[src/hw/shcp_map.svh]
// Constants for the serial host configuration port and its controller
// Functional notes
// - Strap low: configuration taken from input pins
// - Strap high: configuration taken from command registers
// - Hardware mode: serial port reads and writes nothing
// - Hardware mode: serial pins carry alternate configuration
// - Hardware mode: all remaining configuration pins honoured
// - Host mode: serial writes select channel configuration
// - Host mode: per-channel option pins are ignored
// - Host mode: driver-off pins still switch transmitters
// - One port; address picks channel and register
// - Host sends read bit one, A5 zero
// - Host sends write bit zero; device stores
// - Chip select low around all rising clock edges
// - Serial input sampled on rising serial clock
// - Read data changes after each falling edge
// - Data out released after chip select rises
// - Eight registers per channel, consecutive blocks
// - Register zero is read-only status
// - All register fields reset to zero
`ifndef SHCP_MAP_SVH
`define SHCP_MAP_SVH

`define SHCP_NCHAN       3
`define SHCP_REGS_PER_CH 8
`define SHCP_FIELD_W     5
`define SHCP_DATA_W      8
`define SHCP_HDR_BITS    7
`define SHCP_FRAME_BITS  15

// Command register fields
`define SHCP_CR1_DRV_OFF  4
`define SHCP_CR1_ALL_ONES 3
`define SHCP_CR1_LEVEL    1
`define SHCP_CR2_BYPASS   3
`define SHCP_CR2_EQ_EN    0
`define SHCP_CR3_RX_OFF   2
`define SHCP_CR3_RX_INV   1
`define SHCP_CR4_SONET    3
`define SHCP_CR4_E_RATE   2
`define SHCP_CR4_LOCAL_LB 1
`define SHCP_CR4_REMOTE_LB 0
`define SHCP_CR_RESET     5'h00

// Controller register word indices and fields
`define SHCP_HR_CMD      2'h0
`define SHCP_HR_DATA     2'h1
`define SHCP_HR_STATUS   2'h2
`define SHCP_HR_CTRL     2'h3
`define SHCP_CMD_RW_BIT  8
`define SHCP_HR_RESET    32'h0000_0000

// Serial timing
`define SHCP_CLK_NS        5
`define SHCP_SCLK_HALF_NS  80
`define SHCP_CS_IDLE_NS    160
`define SHCP_HALF_CYC  ((`SHCP_SCLK_HALF_NS + `SHCP_CLK_NS - 1) / `SHCP_CLK_NS)
`define SHCP_IDLE_CYC  ((`SHCP_CS_IDLE_NS + `SHCP_CLK_NS - 1) / `SHCP_CLK_NS)

`endif

[src/hw/shcp_pkg.sv]
// Types shared by both ends of the serial configuration port
package shcp_pkg;

	typedef struct packed {
		logic tx_driver_off;
		logic tx_level_select;
		logic tx_all_ones_send;
		logic rx_equalizer_enable;
		logic remote_loopback;
		logic local_loopback;
		logic e_rate_select;
		logic sonet_rate_select;
		logic receiver_power_off;
	} shcp_pins_type;

	typedef struct packed {
		logic tx_driver_off;
		logic tx_level_select;
		logic tx_all_ones_send;
		logic rx_equalizer_enable;
		logic remote_loopback;
		logic local_loopback;
		logic e_rate_select;
		logic sonet_rate_select;
		logic receiver_power_off;
		logic codec_bypass;
		logic rx_clock_invert;
	} shcp_cfg_type;

	typedef enum logic [1:0] {
		HS_IDLE,
		HS_RUN,
		HS_TAIL,
		HS_GAP
	} shcp_hstate_type;

endpackage

[src/hw/shcp_if.sv]
// Five-wire serial configuration link between controller and device
`timescale 1ns/1ps
interface shcp_if;
	logic cs_n;
	logic sclk;
	logic serial_data_in;
	logic register_reset_in_n;
	logic sdo_dev;
	logic sdo_oe;
	wire  sdo_line;

	// Weak pull-down when the device does not drive the data out pin
	assign sdo_line = sdo_oe ? sdo_dev : 1'b0;

	modport dev (
		input  cs_n,
		input  sclk,
		input  serial_data_in,
		input  register_reset_in_n,
		input  sdo_line,
		output sdo_dev,
		output sdo_oe
	);

	modport host (
		output cs_n,
		output sclk,
		output serial_data_in,
		output register_reset_in_n,
		input  sdo_line
	);
endinterface

[src/hw/shcp_device.sv]
// Device end: mode strap, serial command registers, config selection
`timescale 1ns/1ps
`include "shcp_map.svh"
module shcp_device
	import shcp_pkg::*;
#(
	parameter int NCHAN = `SHCP_NCHAN
) (
	input  wire logic                   clk_in,       // System clock
	input  wire logic                   rst_in,       // Sync reset, high
	shcp_if.dev                         link,         // Serial pins
	input  wire logic                   mode_strap_select_in, // 1 = host
	input  wire shcp_pins_type [NCHAN-1:0] pins_in,   // Config pins
	input  wire logic [NCHAN-1:0][`SHCP_FIELD_W-1:0] status_in, // Status
	output logic                        host_mode_out, // Mode in use
	output shcp_cfg_type [NCHAN-1:0]    cfg_out       // Active config
);

	// Pin synchronisers: cs_n, sclk, sdi, sdo line, register_reset_in_n, strap
	logic [5:0]                 ser_s1_ff;
	logic [5:0]                 ser_s2_ff;
	shcp_pins_type [NCHAN-1:0]  pins_s1_ff;
	shcp_pins_type [NCHAN-1:0]  pins_s2_ff;
	logic                       sclk_d_ff;
	logic                       cs_d_ff;

	// Serial engine state
	logic [3:0]                 cnt_ff;
	logic                       rw_ff;
	logic [5:0]                 addr_ff;
	logic [`SHCP_DATA_W-1:0]    wsh_ff;
	logic [`SHCP_DATA_W-1:0]    rsh_ff;
	logic                       sdo_ff;
	logic                       oe_ff;
	logic [`SHCP_FIELD_W-1:0]   cr_ff [NCHAN][`SHCP_REGS_PER_CH];
	shcp_cfg_type [NCHAN-1:0]   cfg_ff;
	logic                       mode_ff;

	wire cs_s   = ser_s2_ff[0];
	wire sclk_s = ser_s2_ff[1];
	wire sdi_s  = ser_s2_ff[2];
	wire sdo_s  = ser_s2_ff[3];
	wire register_reset_in_s = ser_s2_ff[4];
	wire host_s = ser_s2_ff[5];

	always_ff @(posedge clk_in) begin
		ser_s1_ff  <= {mode_strap_select_in, link.register_reset_in_n, link.sdo_line,
			link.serial_data_in, link.sclk, link.cs_n};
		ser_s2_ff  <= ser_s1_ff;
		pins_s1_ff <= pins_in;
		pins_s2_ff <= pins_s1_ff;
	end

	always_ff @(posedge clk_in) begin
		if (rst_in) begin
			sclk_d_ff <= 1'b0;
			cs_d_ff   <= 1'b1;
			mode_ff   <= 1'b0;
		end else begin
			sclk_d_ff <= sclk_s;
			cs_d_ff   <= cs_s;
			mode_ff   <= host_s;
		end
	end

	wire active  = mode_ff & host_s & ~cs_s;
	wire rise    = active & sclk_s & ~sclk_d_ff;
	wire fall    = active & ~sclk_s & sclk_d_ff;
	wire cs_rise = cs_s & ~cs_d_ff;

	wire [1:0] a_ch  = addr_ff[4:3];
	wire [2:0] a_reg = addr_ff[2:0];
	wire       a_ok  = ~addr_ff[5] && (32'(a_ch) < NCHAN);
	wire [`SHCP_FIELD_W-1:0] rd_field =
		!a_ok ? `SHCP_CR_RESET :
		(a_reg == 3'h0) ? status_in[a_ch] : cr_ff[a_ch][a_reg];
	wire [`SHCP_DATA_W-1:0] rd_val =
		{{(`SHCP_DATA_W-`SHCP_FIELD_W){1'b0}}, rd_field};

	wire hdr_done   = (cnt_ff == 4'(`SHCP_HDR_BITS));
	wire frame_done = (cnt_ff == 4'(`SHCP_FRAME_BITS));
	wire commit = cs_rise & mode_ff & frame_done & ~rw_ff & a_ok
		& (a_reg != 3'h0);

	always_ff @(posedge clk_in) begin
		if (rst_in || cs_s || !mode_ff) begin
			cnt_ff  <= 4'h0;
		end else if (rise && !frame_done) begin
			cnt_ff  <= cnt_ff + 4'h1;
		end
	end

	always_ff @(posedge clk_in) begin
		if (rst_in) begin
			rw_ff   <= 1'b0;
			addr_ff <= 6'h00;
			wsh_ff  <= 8'h00;
		end else if (rise && !frame_done) begin
			if (cnt_ff == 4'h0) begin
				rw_ff   <= sdi_s;
			end else if (cnt_ff < 4'(`SHCP_HDR_BITS)) begin
				addr_ff <= {sdi_s, addr_ff[5:1]};
			end else begin
				wsh_ff  <= {sdi_s, wsh_ff[`SHCP_DATA_W-1:1]};
			end
		end
	end

	// read data moves on falling edges
	always_ff @(posedge clk_in) begin
		if (rst_in) begin
			rsh_ff <= 8'h00;
			sdo_ff <= 1'b0;
		end else if (fall && rw_ff && cnt_ff >= 4'(`SHCP_HDR_BITS)
				&& !frame_done) begin
			sdo_ff <= hdr_done ? rd_val[0] : rsh_ff[0];
			rsh_ff <= hdr_done ? (rd_val >> 1) : (rsh_ff >> 1);
		end
	end

	always_ff @(posedge clk_in) begin
		if (rst_in) begin
			oe_ff <= 1'b0;
		end else begin
			oe_ff <= mode_ff & host_s & ~cs_s;
		end
	end

	assign link.sdo_dev = sdo_ff;
	assign link.sdo_oe  = oe_ff;

	always_ff @(posedge clk_in) begin
		if (rst_in || (mode_ff && !register_reset_in_s)) begin
			for (int c = 0; c < NCHAN; c++) begin
				for (int r = 0; r < `SHCP_REGS_PER_CH; r++) begin
					cr_ff[c][r] <= `SHCP_CR_RESET;
				end
			end
		end else if (commit) begin
			cr_ff[a_ch][a_reg] <= wsh_ff[`SHCP_FIELD_W-1:0];
		end
	end

	// Per-channel selection between pin and register sources
	for (genvar c = 0; c < NCHAN; c++) begin : g_ch
		shcp_pins_type p;
		shcp_cfg_type  hw_cfg;
		shcp_cfg_type  hs_cfg;
		logic [`SHCP_FIELD_W-1:0] r1;
		logic [`SHCP_FIELD_W-1:0] r2;
		logic [`SHCP_FIELD_W-1:0] r3;
		logic [`SHCP_FIELD_W-1:0] r4;

		assign p  = pins_s2_ff[c];
		assign r1 = cr_ff[c][1];
		assign r2 = cr_ff[c][2];
		assign r3 = cr_ff[c][3];
		assign r4 = cr_ff[c][4];

		assign hw_cfg.tx_driver_off       = p.tx_driver_off;
		assign hw_cfg.tx_level_select     = p.tx_level_select;
		assign hw_cfg.tx_all_ones_send    = p.tx_all_ones_send;
		assign hw_cfg.rx_equalizer_enable = p.rx_equalizer_enable;
		assign hw_cfg.remote_loopback     = p.remote_loopback;
		assign hw_cfg.local_loopback      = p.local_loopback;
		assign hw_cfg.sonet_rate_select   = p.sonet_rate_select;
		assign hw_cfg.e_rate_select = (c == 0) ? sdo_s : p.e_rate_select;
		assign hw_cfg.receiver_power_off = (c == 0) ? sdi_s :
			(c == 1) ? sclk_s : p.receiver_power_off;
		assign hw_cfg.codec_bypass    = cs_s;
		assign hw_cfg.rx_clock_invert = register_reset_in_s;

		assign hs_cfg.tx_driver_off = p.tx_driver_off
			| r1[`SHCP_CR1_DRV_OFF];
		assign hs_cfg.tx_level_select     = r1[`SHCP_CR1_LEVEL];
		assign hs_cfg.tx_all_ones_send    = r1[`SHCP_CR1_ALL_ONES];
		assign hs_cfg.rx_equalizer_enable = r2[`SHCP_CR2_EQ_EN];
		assign hs_cfg.codec_bypass        = r2[`SHCP_CR2_BYPASS];
		assign hs_cfg.receiver_power_off  = r3[`SHCP_CR3_RX_OFF];
		assign hs_cfg.rx_clock_invert     = r3[`SHCP_CR3_RX_INV];
		assign hs_cfg.remote_loopback     = r4[`SHCP_CR4_REMOTE_LB];
		assign hs_cfg.local_loopback      = r4[`SHCP_CR4_LOCAL_LB];
		assign hs_cfg.e_rate_select       = r4[`SHCP_CR4_E_RATE];
		assign hs_cfg.sonet_rate_select   = r4[`SHCP_CR4_SONET];

		always_ff @(posedge clk_in) begin
			if (rst_in) begin
				cfg_ff[c] <= '0;
			end else begin
				cfg_ff[c] <= mode_ff ? hs_cfg : hw_cfg;
			end
		end
	end

	assign cfg_out       = cfg_ff;
	assign host_mode_out = mode_ff;

endmodule

[src/flat_wrapper.sv]
// flat-port wrapper written by rule: the top's interface ports become plain ports
module shcp_device_flat import shcp_pkg::*;
#(
	parameter int NCHAN = `SHCP_NCHAN
)
  (clk_in, rst_in, mode_strap_select_in, pins_in, status_in, host_mode_out, cfg_out, link_cs_n, link_sclk, link_serial_data_in, link_register_reset_in_n, link_sdo_dev, link_sdo_oe);
  shcp_if link_i ();
  input  wire logic clk_in;
  input  wire logic rst_in;
  input  wire logic mode_strap_select_in;
  input  wire shcp_pins_type [NCHAN-1:0] pins_in;
  input  wire logic [NCHAN-1:0][`SHCP_FIELD_W-1:0] status_in;
  output logic host_mode_out;
  output shcp_cfg_type [NCHAN-1:0] cfg_out;
  input wire logic [$bits(link_i.cs_n)-1:0] link_cs_n;
  input wire logic [$bits(link_i.sclk)-1:0] link_sclk;
  input wire logic [$bits(link_i.serial_data_in)-1:0] link_serial_data_in;
  input wire logic [$bits(link_i.register_reset_in_n)-1:0] link_register_reset_in_n;
  output wire logic [$bits(link_i.sdo_dev)-1:0] link_sdo_dev;
  output wire logic [$bits(link_i.sdo_oe)-1:0] link_sdo_oe;
  assign link_i.cs_n = link_cs_n;
  assign link_i.sclk = link_sclk;
  assign link_i.serial_data_in = link_serial_data_in;
  assign link_i.register_reset_in_n = link_register_reset_in_n;
  assign link_sdo_dev = link_i.sdo_dev;
  assign link_sdo_oe = link_i.sdo_oe;
  shcp_device #(.NCHAN(NCHAN)) u_core (.clk_in(clk_in), .rst_in(rst_in), .link(link_i), .mode_strap_select_in(mode_strap_select_in), .pins_in(pins_in), .status_in(status_in), .host_mode_out(host_mode_out), .cfg_out(cfg_out));
endmodule
[config.mk]
export PLATFORM = sky130hd
export DESIGN_NAME = shcp_device_flat
export DESIGN_NICKNAME = d
export VERILOG_FILES = /design/src/hw/shcp_pkg.sv /design/src/hw/shcp_if.sv /design/src/hw/shcp_device.sv /design/src/flat_wrapper.sv
export VERILOG_INCLUDE_DIRS = /design/src /design/src/hw
export SDC_FILE = /design/constraint.sdc
export NUM_CORES = 1
export LEC_CHECK = 0
export ABC_AREA = 1
export BUFFER_PORTS_ARGS = -buffer_cell sky130_fd_sc_hd__buf_2
export CAP_MARGIN = 10
export CORE_AREA = 2 2 146 148
export CTS_CLUSTER_SIZE = 25
export DETAILED_ROUTE_END_ITERATION = 16
export DIE_AREA = 0 0 148 150
export PLACE_DENSITY = 0.68
export SYNTH_ARGS = -nofsm -noshare
export SYNTH_HDL_FRONTEND = slang
export SYNTH_SLANG_ARGS = --single-unit
[constraint.sdc]
create_clock -name clk_in -period 6.2 [get_ports clk_in]
set_input_delay 1.24 -clock clk_in [delete_from_list [all_inputs] [get_ports clk_in]]
set_output_delay 1.24 -clock clk_in [all_outputs]
set_load 0.005 [all_outputs]
==> flow_summary_export.csv <==
group,metric,value,unit
run_status,outcome,"completed",
clock_network,ctsRootBufferMaster,"sky130_fd_sc_hd__clkbuf_16",
die,die-height,150,um
pwr,pwr_density_cell,318,mW/mm^2
sta,setup_skew_after_layout,0.0153,ns
synthesis,synth.yosys.seq_area_share,65.6,%
clock_network,post_cts_resize_count,0,
clock_network,post_cts.repair.setup_buffers,0,
worst_setup_path,criticalPathCategory,"in -> reg",
die,io_pins,85,
global_route,antenna_found_initial,0,
sta,holdWs,0.325,ns
sta,timing.final.crit_period,3.70,ns
die,floorplan.die_area,0.0222,mm^2
final_layout,most-common-layout-cells,"sky130_fd_sc_hd__nor2_1 (251), sky130_fd_sc_hd__nand2_1 (205), sky130_fd_sc_hd__edfxtp_1 (140), sky130_fd_sc_hd__dfxtp_1 (122), sky130_fd_sc_hd__buf_2 (81)",
die,core_region_area,0.0207,mm^2
clock_network,cts_max_level,1,
clock_network,tritoncts,"built",
final_layout,antenna_cells,0,
clock_network,tritoncts.num_buffers,28,
routing,wirelength,23100,um
placement,dp_hpwl,14800,um
hold_path,hp-class,"reg -> reg",
final_layout,final.fill_count,1841,
pwr,power_leakage,5.18,nW
synthesis,synth.top_cell.area_share,41.4,%
clock_network,worstSkewPairLatency,0.54,ns
routing,num_vias,7277,
final_layout,finish.cell_count_without_fillers,1455,
placement,port_buffers,81,
hold_path,hold_path_end,"u_core.g_ch[2].hw_cfg[2]",
sta,max_freq,0.270,GHz
worst_setup_path,worst_r2r_endpoint,"u_core.link.sdo_dev",
pwr,worst_ir_drop_on_vdd,0.242,mV
routing,post-route-drc-count,0,
worst_setup_path,critical_path.max_fanout,42,
sta,tightest_slew,1.06,ns
run,max_cap_viol_count,0,
sta,timing_hold_violations_final,0,
final_layout,syn_to_final_growth,17.0,%
die,core.rowCount,53,
worst_setup_path,reg2regPathDepth,10,
routing,dr.first_iter.drc_count,631,
die,floorplan.initialDensity,49.1,%
hold_path,hp-start,"u_core.pins_s1_ff[18]",
worst_setup_path,start_kind,"primary input",
synthesis,ys.warnings.count,0,
clock_network,clock_input_transition_at_the_sequential_cells_of_the_worst_setup_and_hold_paths,0.06,ns
clock_network,ctsHoldBuffers,0,
synthesis,postSynthCellCount,1047,
die,floorplan.die.width,148,um
global_route,overflow,0,
sta,unrepaired_setup_endpoints_after_global_routing,"no",
routing,antenna_left,0,
worst_setup_path,crit_arrival,3.85,ns
routing,route.detailed.wl_per_inst,15.9,um
worst_setup_path,nature_of_the_critical_path_endpoint,"flop",
clock_network,clkSinkCount,263,
global_route,grt_first_pass_wirelength,35200,um
placement,numPlacedInstances,1403,
global_route,grt_max_degree,80,
synthesis,synth.top_cells.by_area,"sky130_fd_sc_hd__edfxtp_1 (41%), sky130_fd_sc_hd__dfxtp_1 (24%), sky130_fd_sc_hd__nor2_1 (9.3%), sky130_fd_sc_hd__nand2_1 (7.6%), sky130_fd_sc_hd__o21ai_0 (3.9%)",
final_layout,leading_cell_type_in_the_layout_fill_and_taps_excluded,"sky130_fd_sc_hd__nor2_1",
hold_path,number_of_cells_on_the_worst_hold_path,0,
final_layout,layout_cells_sized_above_1,15.3,%
pwr,power.total,3.78,mW
sta,slew_viol_final,0,
synthesis,mappedNetlistArea,0.0102,mm^2
sta,totalNegativeSetupSlack,0,ns
sta,max_slew_margin,29.2,%
synthesis,post_synth.cell_area_avg,9.70,um^2
global_route,first_global_vias,6761,
worst_setup_path,timing.critical_path.required,6.35,ns
routing,route.detailed.vias_per_inst,5.00,
synthesis,synthDistinctLibCells,38,
synthesis,synth.ff_latch_count,263,
clock_network,cts_buffer_depth,3,
sta,report.final.setup_viol,0,
global_route,grt_util_all_layers,20.6,%
final_layout,number_of_nets_in_the_layout,1209,
placement,gpl.final_weighted_congestion,0.839,
synthesis,synthDominantAreaCellType,"sky130_fd_sc_hd__edfxtp_1",
sta,final_min_period_over_clock_period,59.7,%
routing,drt_pass1_iterations,5,
worst_setup_path,worst-r2r-setup-slack,3.31,ns
[critical path, cell delays in order]
cell and delay, ns:
sky130_fd_sc_hd__buf_2 0.32, sky130_fd_sc_hd__clkinv_2 0.52, sky130_fd_sc_hd__o21ai_2 0.20, sky130_fd_sc_hd__clkinv_2 0.32, sky130_fd_sc_hd__nand3_4 0.20, sky130_fd_sc_hd__nor2_8 0.07, sky130_fd_sc_hd__nand2_4 0.19, sky130_fd_sc_hd__a21boi_0 0.76
[per-layer routing]
metal | vias to the layer above | GRT usage [%] | part of all wire [%]
met3 | 39 | 3.20 | 6.9
met4 | 0 | 6.95 | 2.8
met5 | - | 0 | 0
li1 | 3585 | - | -
met1 | 3396 | 28.5 | 45
met2 | 257 | 33.3 | 45
[cell usage after synthesis (all sizes together)]
master  count
a211oi      2
a21boi      2
a21oi      33
a221oi      1
a31oi       1
and2        6
buf        22
clkbuf     22
clkinv      3
conb        1
dfxtp     123
edfxtp    140
ha          2
inv        72
nand2     221
nand3      35
nand4       2
nor2      255
nor3        2
o211ai      5
o21a        6
o21ai      90
or2         1
[metrics by stage]
| stage | utilization (%) | cell area [um^2] | setup WS [ns] |
|---|---|---|---|
| detailed placement | 52.8 | 10900 | 2.00 |
| CTS | 57.5 | 11900 | 2.56 |
| finish | 57.5 | 11900 | 2.50 |
| floorplan | - | 10300 | 3.40 |
| global route | 57.5 | 11900 | 2.32 |
| global placement | 52.8 | 10900 | 2.00 |
[power breakdown]
part           total, mW  switching, mW  internal [mW]
combinational      0.134         0.0868         0.0470
sequential          1.94         0.0249           1.91
clock               1.71          0.682           1.03
total               3.78          0.794           2.99
[state kept, by name (all words and copies together) (netlist names), 4 cells and up, named ones only]
| register | flops |
|---|---|
| u_core.cr_ff | 140 |
| u_core.ser_s2_ff | 6 |
| u_core.addr_ff | 6 |
| u_core.ser_s1_ff | 6 |
| u_core.g_ch.hw_cfg | 24 |
| u_core.cfg_out | 33 |
| u_core.rsh_ff | 4 |
| u_core.cnt_ff | 4 |
| u_core.wsh_ff | 8 |
| u_core.pins_s1_ff | 24 |
[cell families (layout without fill, tap and decap cells)]
family	after synthesis	count (layout)	share of synthesized area (%)
AND/OR/NAND/NOR	522	522	21.9
flip-flops	263	263	65.6
AO/OA/AOI/OAI	140	140	7.46
buffers and inverters	119	218	4.74
adder cells (fa/ha/maj)	2	2	0.246
other	1	35	0.0369
[worst max-delay path by stage]
| stage | start | to | slack, ns | cells past startpoint |
|---|---|---|---|---|
| floorplan | rst_in | u_core.cr_ff[2][25] | 3.40 | 8 |
| global placement | rst_in | u_core.cr_ff[2][25] | 2.00 | 8 |
| detailed placement | rst_in | u_core.cr_ff[2][25] | 2.00 | 8 |
| CTS | rst_in | u_core.cr_ff[2][26] | 2.56 | 8 |
| global route | rst_in | u_core.cr_ff[2][26] | 2.32 | 8 |
| finish | rst_in | u_core.cr_ff[2][26] | 2.50 | 8 |
[cell type report]
| type | instances | area [um^2] | share of cell area, % |
|---|---|---|---|
| sequential | 263 | 6670 | 56.1 |
| multi-input combinational | 699 | 3140 | 26.4 |
| clock buffer | 33 | 782 | 6.58 |
| timing repair buffer | 91 | 480 | 4.04 |
| tap | 275 | 344 | 2.89 |
| inverter | 75 | 287 | 2.41 |
| clock inverter | 19 | 189 | 1.59 |
(Power assumes the default switching activity.)
